`src/verilog/node_params.svh`:
```
`ifndef NODE_PARAMS_SVH
`define NODE_PARAMS_SVH
`define CLK_MHZ 125
`define WDT_TIMEOUT_MS 1200
`define WDT_CYCLES (`WDT_TIMEOUT_MS * 1000 * `CLK_MHZ)
`define BLINK_MS 500
`define BLINK_CYCLES (`BLINK_MS * 1000 * `CLK_MHZ)
`define NUM_CUR_CH 6
`define NUM_RELAY 8
`define ADDR_SETTLE 4
`define RSP_WAIT 16
`define ADDR_TENS_WEIGHT 10
`endif

```
`src/verilog/node_pkg.sv`:
```
package node_pkg;
  typedef enum logic [3:0] {
    TYPE_NONE = 4'h0,
    TYPE_CURRENT = 4'h1,
    TYPE_RELAY = 4'h2
  } node_type_t;
  typedef enum logic [1:0] {
    ST_IDLE = 2'b00,
    ST_SEND = 2'b01,
    ST_WAIT = 2'b10,
    ST_DONE = 2'b11
  } ctrl_state_t;
endpackage

```
`src/verilog/node_link_if.sv`:
```
interface node_link_if;
  logic msg_valid;
  logic [6:0] msg_addr;
  node_pkg::node_type_t msg_type;
  logic [2:0] msg_chan;
  logic [11:0] msg_data;
  logic node_rst;
  logic rsp_valid;
  logic [6:0] rsp_addr;
  node_pkg::node_type_t rsp_type;
  logic [2:0] rsp_chan;
  logic [11:0] rsp_value;
  logic [7:0] rsp_status;
  modport ctrl (
    output msg_valid, msg_addr, msg_type, msg_chan, msg_data, node_rst,
    input rsp_valid, rsp_addr, rsp_type, rsp_chan, rsp_value, rsp_status
  );
  modport node (
    input msg_valid, msg_addr, msg_type, msg_chan, msg_data, node_rst,
    output rsp_valid, rsp_addr, rsp_type, rsp_chan, rsp_value, rsp_status
  );
endinterface

```
`src/verilog/output_node.sv`:
```
`include "node_params.svh"
module output_node #(
  parameter bit RELAY_VARIANT = 1'b0,
  parameter int WDT_CYCLES = `WDT_CYCLES,
  parameter int BLINK_CYCLES = `BLINK_CYCLES
) (
  input wire logic CLOCK,
  input wire logic SRST,
  node_link_if.node LINK,
  input wire logic [3:0] ADDR_TENS,
  input wire logic [3:0] ADDR_UNITS,
  input wire logic PROC_FAIL,
  input wire logic ADC_VALID,
  input wire logic [2:0] ADC_CHAN,
  input wire logic [11:0] ADC_DATA,
  input wire logic [7:0] RB_IN,
  output logic DAC_LOAD,
  output logic [2:0] DAC_CHAN,
  output logic [11:0] DAC_DATA,
  output logic CUR_DRV_EN,
  output logic RELAY_LOAD,
  output logic [7:0] RELAY_Q,
  output logic [7:0] RELAY_LED,
  output logic RELAY_DRV_EN,
  output logic FAULT_LED,
  output logic TRIPPED,
  output logic [6:0] NODE_ADDR
);
  localparam int WW = $clog2(WDT_CYCLES + 1) + 1;
  localparam int BW = $clog2(BLINK_CYCLES + 1) + 1;
  localparam node_pkg::node_type_t MY_TYPE =
    RELAY_VARIANT ? node_pkg::TYPE_RELAY : node_pkg::TYPE_CURRENT;

  // three-stage pin synchronisers, value taken when stages two and three agree
  logic [7:0] sw_s1_q, sw_s2_q, sw_s3_q, sw_q;
  logic [7:0] rb_s1_q, rb_s2_q, rb_s3_q, rb_q;
  logic [2:0] settle_q;
  logic captured_q;
  logic [6:0] addr_q;
  logic tripped_q;
  logic [WW-1:0] wdt_q;
  logic [11:0] adc_q [`NUM_CUR_CH];
  logic hit, good;
  logic [BW-1:0] blink_cnt_q;
  logic blink_q;

  always_ff @(posedge CLOCK) begin
    if (SRST) begin
      sw_s1_q <= 8'h00;
      sw_s2_q <= 8'h00;
      sw_s3_q <= 8'h00;
      sw_q <= 8'h00;
      rb_s1_q <= 8'h00;
      rb_s2_q <= 8'h00;
      rb_s3_q <= 8'h00;
      rb_q <= 8'h00;
    end else begin
      sw_s1_q <= {ADDR_TENS, ADDR_UNITS};
      sw_s2_q <= sw_s1_q;
      sw_s3_q <= sw_s2_q;
      if (sw_s2_q == sw_s3_q) begin
        sw_q <= sw_s3_q;
      end
      rb_s1_q <= RB_IN;
      rb_s2_q <= rb_s1_q;
      rb_s3_q <= rb_s2_q;
      if (rb_s2_q == rb_s3_q) begin
        rb_q <= rb_s3_q;
      end
    end
  end

  // address taken once after reset release; later switch moves are ignored
  always_ff @(posedge CLOCK) begin
    if (SRST) begin
      settle_q <= 3'h0;
      captured_q <= 1'b0;
      addr_q <= 7'h00;
    end else if (!captured_q) begin
      if (settle_q == 3'(`ADDR_SETTLE)) begin
        captured_q <= 1'b1;
        addr_q <= 7'(sw_q[7:4] * `ADDR_TENS_WEIGHT + sw_q[3:0]);
      end else begin
        settle_q <= settle_q + 3'h1;
      end
    end
  end

  // only frames carrying this node's address get any reaction
  assign hit = LINK.msg_valid && captured_q && (LINK.msg_addr == addr_q);
  assign good = hit && (LINK.msg_type == MY_TYPE) && !tripped_q;

  // watchdog: cleared by each converter or relay-register load
  always_ff @(posedge CLOCK) begin
    if (SRST) begin
      wdt_q <= '0;
      tripped_q <= 1'b0;
    end else if (!tripped_q && captured_q) begin
      if (DAC_LOAD || RELAY_LOAD) begin
        wdt_q <= '0;
      end else if (wdt_q == WW'(WDT_CYCLES)) begin
        tripped_q <= 1'b1;
      end else begin
        wdt_q <= wdt_q + WW'(1);
      end
    end
  end

  // current variant: converter loads and driver enable
  always_ff @(posedge CLOCK) begin
    if (SRST) begin
      DAC_LOAD <= 1'b0;
      DAC_CHAN <= 3'h0;
      DAC_DATA <= 12'h000;
      CUR_DRV_EN <= 1'b0;
    end else begin
      DAC_LOAD <= 1'b0;
      CUR_DRV_EN <= !RELAY_VARIANT && captured_q && !tripped_q;
      if (!RELAY_VARIANT && good && (LINK.msg_chan < 3'(`NUM_CUR_CH))) begin
        DAC_LOAD <= 1'b1;
        DAC_CHAN <= LINK.msg_chan;
        DAC_DATA <= LINK.msg_data;
      end
    end
  end

  // relay variant: register drives relays and their lamps
  always_ff @(posedge CLOCK) begin
    if (SRST) begin
      RELAY_LOAD <= 1'b0;
      RELAY_Q <= 8'h00;
      RELAY_LED <= 8'h00;
      RELAY_DRV_EN <= 1'b0;
    end else begin
      RELAY_LOAD <= 1'b0;
      RELAY_DRV_EN <= RELAY_VARIANT && captured_q && !tripped_q;
      if (tripped_q) begin
        RELAY_Q <= 8'h00;
        RELAY_LED <= 8'h00;
      end else if (RELAY_VARIANT && good) begin
        RELAY_LOAD <= 1'b1;
        RELAY_Q <= LINK.msg_data[7:0];
        RELAY_LED <= LINK.msg_data[7:0];
      end
    end
  end

  // latest measured current per channel
  always_ff @(posedge CLOCK) begin
    if (SRST) begin
      for (int i = 0; i < `NUM_CUR_CH; i++) begin
        adc_q[i] <= 12'h000;
      end
    end else if (ADC_VALID && (ADC_CHAN < 3'(`NUM_CUR_CH))) begin
      adc_q[ADC_CHAN] <= ADC_DATA;
    end
  end

  // reply one cycle after an addressed frame; a node reset drops it
  always_ff @(posedge CLOCK) begin
    if (SRST) begin
      LINK.rsp_valid <= 1'b0;
      LINK.rsp_addr <= 7'h00;
      LINK.rsp_type <= node_pkg::TYPE_NONE;
      LINK.rsp_chan <= 3'h0;
      LINK.rsp_value <= 12'h000;
      LINK.rsp_status <= 8'h00;
    end else begin
      LINK.rsp_valid <= hit && !LINK.node_rst;
      if (hit) begin
        LINK.rsp_addr <= addr_q;
        LINK.rsp_type <= MY_TYPE;
        LINK.rsp_chan <= LINK.msg_chan;
        if (RELAY_VARIANT) begin
          LINK.rsp_value <= {4'h0, rb_q};
          LINK.rsp_status <= rb_q ^ RELAY_Q;
        end else begin
          if (LINK.msg_chan < 3'(`NUM_CUR_CH)) begin
            LINK.rsp_value <= adc_q[LINK.msg_chan];
          end else begin
            LINK.rsp_value <= 12'h000;
          end
          LINK.rsp_status <= {6'h00, tripped_q, CUR_DRV_EN};
        end
      end
    end
  end

  // fault lamp: steady for processor failure, blinking after a trip
  always_ff @(posedge CLOCK) begin
    if (SRST) begin
      blink_cnt_q <= '0;
      blink_q <= 1'b0;
      FAULT_LED <= 1'b0;
      TRIPPED <= 1'b0;
      NODE_ADDR <= 7'h00;
    end else begin
      if (blink_cnt_q == BW'(BLINK_CYCLES - 1)) begin
        blink_cnt_q <= '0;
        blink_q <= !blink_q;
      end else begin
        blink_cnt_q <= blink_cnt_q + BW'(1);
      end
      FAULT_LED <= PROC_FAIL || (tripped_q && blink_q);
      TRIPPED <= tripped_q;
      NODE_ADDR <= addr_q;
    end
  end
endmodule

```
`src/flat_wrapper.sv`:
```
// flat-port wrapper written by rule: the top's interface ports become plain ports
module output_node_flat 
#(
  parameter bit RELAY_VARIANT = 1'b0,
  parameter int WDT_CYCLES = `WDT_CYCLES,
  parameter int BLINK_CYCLES = `BLINK_CYCLES
)
  (CLOCK, SRST, ADDR_TENS, ADDR_UNITS, PROC_FAIL, ADC_VALID, ADC_CHAN, ADC_DATA, RB_IN, DAC_LOAD, DAC_CHAN, DAC_DATA, CUR_DRV_EN, RELAY_LOAD, RELAY_Q, RELAY_LED, RELAY_DRV_EN, FAULT_LED, TRIPPED, NODE_ADDR, LINK_msg_valid, LINK_msg_addr, LINK_msg_type, LINK_msg_chan, LINK_msg_data, LINK_node_rst, LINK_rsp_valid, LINK_rsp_addr, LINK_rsp_type, LINK_rsp_chan, LINK_rsp_value, LINK_rsp_status);
  node_link_if LINK_i ();
  input wire logic CLOCK;
  input wire logic SRST;
  input wire logic [3:0] ADDR_TENS;
  input wire logic [3:0] ADDR_UNITS;
  input wire logic PROC_FAIL;
  input wire logic ADC_VALID;
  input wire logic [2:0] ADC_CHAN;
  input wire logic [11:0] ADC_DATA;
  input wire logic [7:0] RB_IN;
  output logic DAC_LOAD;
  output logic [2:0] DAC_CHAN;
  output logic [11:0] DAC_DATA;
  output logic CUR_DRV_EN;
  output logic RELAY_LOAD;
  output logic [7:0] RELAY_Q;
  output logic [7:0] RELAY_LED;
  output logic RELAY_DRV_EN;
  output logic FAULT_LED;
  output logic TRIPPED;
  output logic [6:0] NODE_ADDR;
  input wire logic [$bits(LINK_i.msg_valid)-1:0] LINK_msg_valid;
  input wire logic [$bits(LINK_i.msg_addr)-1:0] LINK_msg_addr;
  input wire logic [$bits(LINK_i.msg_type)-1:0] LINK_msg_type;
  input wire logic [$bits(LINK_i.msg_chan)-1:0] LINK_msg_chan;
  input wire logic [$bits(LINK_i.msg_data)-1:0] LINK_msg_data;
  input wire logic [$bits(LINK_i.node_rst)-1:0] LINK_node_rst;
  output wire logic [$bits(LINK_i.rsp_valid)-1:0] LINK_rsp_valid;
  output wire logic [$bits(LINK_i.rsp_addr)-1:0] LINK_rsp_addr;
  output wire logic [$bits(LINK_i.rsp_type)-1:0] LINK_rsp_type;
  output wire logic [$bits(LINK_i.rsp_chan)-1:0] LINK_rsp_chan;
  output wire logic [$bits(LINK_i.rsp_value)-1:0] LINK_rsp_value;
  output wire logic [$bits(LINK_i.rsp_status)-1:0] LINK_rsp_status;
  assign LINK_i.msg_valid = LINK_msg_valid;
  assign LINK_i.msg_addr = LINK_msg_addr;
  assign LINK_i.msg_type = LINK_msg_type;
  assign LINK_i.msg_chan = LINK_msg_chan;
  assign LINK_i.msg_data = LINK_msg_data;
  assign LINK_i.node_rst = LINK_node_rst;
  assign LINK_rsp_valid = LINK_i.rsp_valid;
  assign LINK_rsp_addr = LINK_i.rsp_addr;
  assign LINK_rsp_type = LINK_i.rsp_type;
  assign LINK_rsp_chan = LINK_i.rsp_chan;
  assign LINK_rsp_value = LINK_i.rsp_value;
  assign LINK_rsp_status = LINK_i.rsp_status;
  output_node #(.RELAY_VARIANT(RELAY_VARIANT), .WDT_CYCLES(WDT_CYCLES), .BLINK_CYCLES(BLINK_CYCLES)) u_core (.CLOCK(CLOCK), .SRST(SRST), .LINK(LINK_i), .ADDR_TENS(ADDR_TENS), .ADDR_UNITS(ADDR_UNITS), .PROC_FAIL(PROC_FAIL), .ADC_VALID(ADC_VALID), .ADC_CHAN(ADC_CHAN), .ADC_DATA(ADC_DATA), .RB_IN(RB_IN), .DAC_LOAD(DAC_LOAD), .DAC_CHAN(DAC_CHAN), .DAC_DATA(DAC_DATA), .CUR_DRV_EN(CUR_DRV_EN), .RELAY_LOAD(RELAY_LOAD), .RELAY_Q(RELAY_Q), .RELAY_LED(RELAY_LED), .RELAY_DRV_EN(RELAY_DRV_EN), .FAULT_LED(FAULT_LED), .TRIPPED(TRIPPED), .NODE_ADDR(NODE_ADDR));
endmodule
```
`config.mk`:
```
export PLATFORM = sky130hd
export DESIGN_NAME = output_node_flat
export DESIGN_NICKNAME = d
export VERILOG_FILES = /design/src/verilog/node_pkg.sv /design/src/verilog/node_link_if.sv /design/src/verilog/output_node.sv /design/src/flat_wrapper.sv
export VERILOG_INCLUDE_DIRS = /design/src /design/src/verilog
export SDC_FILE = /design/constraint.sdc
export NUM_CORES = 1
export LEC_CHECK = 0
export BUFFER_PORTS_ARGS = -buffer_cell sky130_fd_sc_hd__buf_2
export CORE_ASPECT_RATIO = 0.9
export CORE_MARGIN = 4
export CORE_UTILIZATION = 51
export CTS_CLUSTER_SIZE = 20
export DETAILED_ROUTE_END_ITERATION = 10
export HOLD_SLACK_MARGIN = 0.05
export PLACE_DENSITY = 0.75
export REMOVE_ABC_BUFFERS = 1
export SKIP_LAST_GASP = 1
export SYNTH_ARGS = -nofsm -noshare
export SYNTH_HDL_FRONTEND = slang
export SYNTH_SLANG_ARGS = --single-unit
```
`constraint.sdc`:
```
create_clock -name CLOCK -period 1.85 [get_ports CLOCK]
set_input_delay 0.0925 -clock CLOCK [delete_from_list [all_inputs] [get_ports CLOCK]]
set_output_delay 0.0925 -clock CLOCK [all_outputs]
set_load 0.01 [all_outputs]
```
==> run summary <==
The part of the cycle the worst path needs came out at 103%. In the global route stage, overall resource usage came out at 20.4%. The violation count after the first detailed-route iteration is roughly 500.

The power share of the combinational group came out at just over 8%. Per report_power, the sequential group accounts for 48.5% of the total. The simple-gate portion of the synthesized area is 20.8%. The routed wire length is 22.4 mm. The checks that failed: setup timing.

The async set or reset register ratio after synthesis came out at 0%. The post-route minimum period came out at about 1.9 ns. The area of the core is 18500 µm². The path with the worst hold slack has its endpoint at u_core.DAC_CHAN[1]. The final-report max-slew violation count came to 0. The die is around 140 µm tall.

The worst setup path is launched from a flop. In this run the biggest area consumer among cell types represents 31.8% of the synthesized area. The clock network is responsible for 43.2% of the overall power. The number of setup violations in the final report came out at 2. The worst slew margin relative to its limit came out at 59.5%. The sequential share of the synthesized area came out at 54.2%. The largest fanout on the critical path is 5. The final design instance area without fill is 12100 µm². For this design the static power due to leakage is between 0.005 and 0.006 µW. The post-detailed-placement half-perimeter wirelength is 14.8 mm. The number of hold violations in the final report came out at 0. The cell count of the worst reg-to-reg path is 8. The wire length of the first global-routing pass came out at 36.3 mm. The data required time of the critical path came out at 2.29 ns. The buffer depth of the longest clock path came out at 3.

By area the synthesized netlist is led by sky130_fd_sc_hd__dfxtp_1 32%, sky130_fd_sc_hd__edfxtp_1 22%, sky130_fd_sc_hd__nor2_1 6.0%. The post-route core utilization came out at 65.4%. The switching part of the total is 22.7%. After synthesis, the largest family of logic cells by area is simple AND/OR/NAND/NOR gates.

The multiplexer share of the synthesized area came out at 6.44%. The level count of the clock H-tree is 1. From synthesis to final layout, the design area changed by 25.4%. The total congestion overflow is 0. The row count came out at between 40 and 50. The total cell area at the placement stage is 10700 µm². The worst register-to-register path ends at u_core.wdt_q[18]. The number of warning messages in the yosys log came out at 0. The routed via count divided by cell count came out at approximately 5.3.

Setup repair after global routing could not meet its margin everywhere. Internal power comes to 8560 µW. Global routing used 27.8% of the available met1 tracks. Once the floorplan was initialized, standard cells occupied 52.2% of the core. Setup slack on the worst reg-to-reg path comes out at -0.06 ns.

The met3 global-route usage came out at 3.78%. The largest clock skew in the final design is 0.00993 ns. The startpoint of the worst-slack reg-to-reg timing path is u_core.wdt_q[1]. Across the run, the number of max-cap violations was 0.

The worst hold path passes through 4 cells. The largest voltage drop on the vdd net is ~740 µV. The worst setup path is of the reg2reg kind.

For this design, the sink count on the clock tree is 225. The total via count in the routed design is 7399. STA classifies the critical path endpoint as a flop. The areal power density over the cells is 918 nW/µm². The setup slack of the critical path after layout is -0.0642 ns. The initial antenna violation count was 1. The congestion estimate from routability-driven global placement came to 0.860. The clock latency of the later-clocked register in the worst-skew pair is 0.51 ns.

The synthesized-area fraction occupied by xor and xnor cells came out at 5.18%. The number of distinct standard cells referenced by the synthesized netlist is 57. The post-synth design cell area came out at about 9600 µm².

The global routing usage on met2 came out at 33.5%. The quantity of I/O buffers inserted on ports came out at 106. The via count of the first global-routing pass is 7294. The tree is rooted in a sky130_fd_sc_hd__clkbuf_16. The fill cell instance count of the final layout came out at 1411. After Yosys synthesis, full adders, half adders and majority gates account for 1.84% of the synthesized area. The startpoint identified for the worst hold timing path is LINK_msg_chan[1]. The detailed-route wire length per cell is about 16 µm. The width of the chip came out at approximately 150 µm. Entering global routing, the biggest net connects 63 pins.

Synthesis handed over a netlist of 948 instances. For this design the top-level I/O count stands at 142. The flip-flop and latch count after synthesis is ~230.

The biggest area consumer among synthesized cells is sky130_fd_sc_hd__dfxtp_1. The achievable frequency came out at 0.522 GHz. The tightest min-delay check is of the in2reg type. TritonCTS built the clock tree. The signal arrival time at the worst endpoint came out at 2.35 ns. The fraction of the mapped netlist area in compound gates came out at 6.03%. The first TritonRoute pass finished after 5 iterations. In the synthesized netlist the dominant register cell turns out to be sky130_fd_sc_hd__dfxtp_1.

The post-synthesis average cell area is 10.2 µm². The remaining design rule violation count came out at 0. For this design the total switching power over the nets is 2520 µW. Counting flops with a built-in enable in the synthesized netlist gives 72.

The flow ran to the end, but the final reports show violations. The slew of the pin with the lowest slew margin is slightly above 0.6 ns. The TritonCTS buffer count is 24.

After global routing, the most crowded layer is met2. The net count of the finished layout came out at 1216. Once detail routing completed, the nets flagged for antenna violations numbered 0.

The die covers 21200 µm². The fraction of layout instances using a drive strength above 1 is 23.2%. The clock-pin slew of the registers on the worst-case setup and hold paths is approximately 0.060 ns.
[cells in the mapped netlist (all sizes together), types with 6 or more instances]
master and number:
or3 6, inv 35, buf 42, o22ai 12
xor2 40, nor4 13, nor2b 35, or4 8
xnor2 17, mux4 12, ha 11, nand2b 8
mux2i 35, nor3 7, nand4 22, a21oi 46
clkbuf 28, o21ai 13, nor2 154, nand2 80
dfxtp 153, edfxtp 72, nand3 39, and3 14
o211ai 6
[routing by layer]
layer / part of all wire [%] / vias up / routed length, µm
met5: 0 / - / 0
met4: 2.3 / 0 / 518
met3: 6.9 / 39 / 1540
met2: 47 / 224 / 10600
met1: 44 / 3538 / 9760
li1: - / 3598 / -
[critical path, stage by stage (launching register included)]
cell,delay (ns)
sky130_fd_sc_hd__dfxtp_2,0.34
sky130_fd_sc_hd__buf_6,0.12
sky130_fd_sc_hd__ha_4,0.15
sky130_fd_sc_hd__nand3_4,0.09
sky130_fd_sc_hd__nor4_4,0.38
sky130_fd_sc_hd__buf_4,0.20
sky130_fd_sc_hd__nand3_2,0.08
sky130_fd_sc_hd__or3_1,0.35
sky130_fd_sc_hd__a21oi_1,0.13
[through the flow]
| stage | std cells | total power, µW | worst slack, ns | TNS [ns] | hold slack [ns] |
|---|---|---|---|---|---|
| 6_report | 1403 | 11100 | -0.0642 | -0.0730 | 0.104 |
| 5_1_grt | 1403 | 11500 | -0.113 | -0.708 | 0.134 |
| 4_1_cts | 1395 | 11100 | -0.0133 | -0.0133 | 0.0922 |
| 3_5_place_dp | 1318 | 6280 | -0.0151 | -0.0151 | 0.255 |
| 3_3_place_gp | 1318 | 6250 | 0.0309 | 0 | 0.254 |
| 2_1_floorplan | 904 | 5920 | -0.246 | -5.38 | 0.162 |
[power by group through the flow]
stage / Clock (µW) / Sequential, µW / Combinational, µW
2_1_floorplan: 0 / 5460 / 454
3_3_place_gp: 0 / 5470 / 788
3_5_place_dp: 0 / 5480 / 806
4_1_cts: 4880 / 5370 / 873
5_1_grt: 5090 / 5390 / 1000
6_report: 4790 / 5380 / 915
[flip-flops by register name (all words and copies together), names as in the netlist, 2 cells and up]
signal,flops
u_core.DAC_CHAN,3
u_core.DAC_DATA,12
u_core.LINK.rsp_addr,7
u_core.LINK.rsp_chan,3
u_core.LINK.rsp_status,2
u_core.LINK.rsp_value,12
u_core.NODE_ADDR,7
u_core.adc_q,72
u_core.addr_q,7
u_core.blink_cnt_q,27
u_core.settle_q,3
u_core.sw_q,8
u_core.sw_s1_q,8
u_core.sw_s2_q,8
u_core.sw_s3_q,8
u_core.wdt_q,29
[worst max path at each step]
stage,slack [ns],endpoint,start
3_3_place_gp,0.03,u_core.wdt_q[2],u_core.wdt_q[0]
3_5_place_dp,-0.02,u_core.wdt_q[9],u_core.wdt_q[0]
2_1_floorplan,-0.25,u_core.adc_q[0][0],ADC_VALID
5_1_grt,-0.11,u_core.wdt_q[18],u_core.wdt_q[1]
6_report,-0.06,u_core.wdt_q[18],u_core.wdt_q[1]
4_1_cts,-0.01,u_core.wdt_q[9],u_core.wdt_q[0]
[cell usage in the layout, fill, tap and decap left out, types with 7 or more instances in the layout]
cell | synthesis | layout
sky130_fd_sc_hd__mux4_2 | 12 | 12
sky130_fd_sc_hd__buf_4 | 31 | 62
sky130_fd_sc_hd__clkbuf_16 | 0 | 25
sky130_fd_sc_hd__nand4_1 | 21 | 21
sky130_fd_sc_hd__edfxtp_1 | 72 | 72
sky130_fd_sc_hd__buf_2 | 9 | 105
sky130_fd_sc_hd__o22ai_1 | 12 | 12
sky130_fd_sc_hd__nand2b_1 | 8 | 8
sky130_fd_sc_hd__nor2b_1 | 35 | 35
sky130_fd_sc_hd__inv_1 | 35 | 33
sky130_fd_sc_hd__a21oi_1 | 46 | 42
sky130_fd_sc_hd__dlygate4sd3_1 | 0 | 34
sky130_fd_sc_hd__clkinv_2 | 0 | 9
sky130_fd_sc_hd__nor2_1 | 154 | 153
sky130_fd_sc_hd__nand3_1 | 35 | 34
sky130_fd_sc_hd__o21ai_0 | 11 | 10
sky130_fd_sc_hd__xnor2_1 | 17 | 16
sky130_fd_sc_hd__conb_1 | 1 | 27
sky130_fd_sc_hd__and3_1 | 14 | 14
sky130_fd_sc_hd__nand2_1 | 80 | 80
sky130_fd_sc_hd__or4_1 | 8 | 7
sky130_fd_sc_hd__mux2i_1 | 35 | 35
sky130_fd_sc_hd__xor2_1 | 40 | 40
sky130_fd_sc_hd__dfxtp_1 | 153 | 149
[what timing repair did]
action | 4_1_cts | 5_1_grt
setup endpoints to repair | 6 | 37
gates cloned | 0 | 2
hold endpoints to repair | 52 | 0
resized for setup | 0 | 42
hold buffers | 34 | 0
setup buffers | 0 | 5
pin swaps | 2 | 23
[cell type report]
class,count,area [µm²],share of cell area [%]
flip-flops and latches,225,5230,43.3
multi-input cells,644,4140,34.3
diodes,1,2.50,0.0207
well taps,245,307,2.54
inverters,35,131,1.09
clock inverters,14,129,1.07
repair buffers,210,1470,12.2
clock buffers,29,671,5.55
[logic make-up after synthesis]
| family | after synthesis |
|---|---|
| flip-flops | 225 |
| AND/OR/NAND/NOR | 403 |
| XOR/XNOR | 57 |
| adder cells (fa/ha/maj) | 13 |
| buffers and inverters | 105 |
| AO/OA/AOI/OAI | 97 |
| other | 1 |
| multiplexers | 47 |
Note: power is estimated with default switching activity, not from simulation.
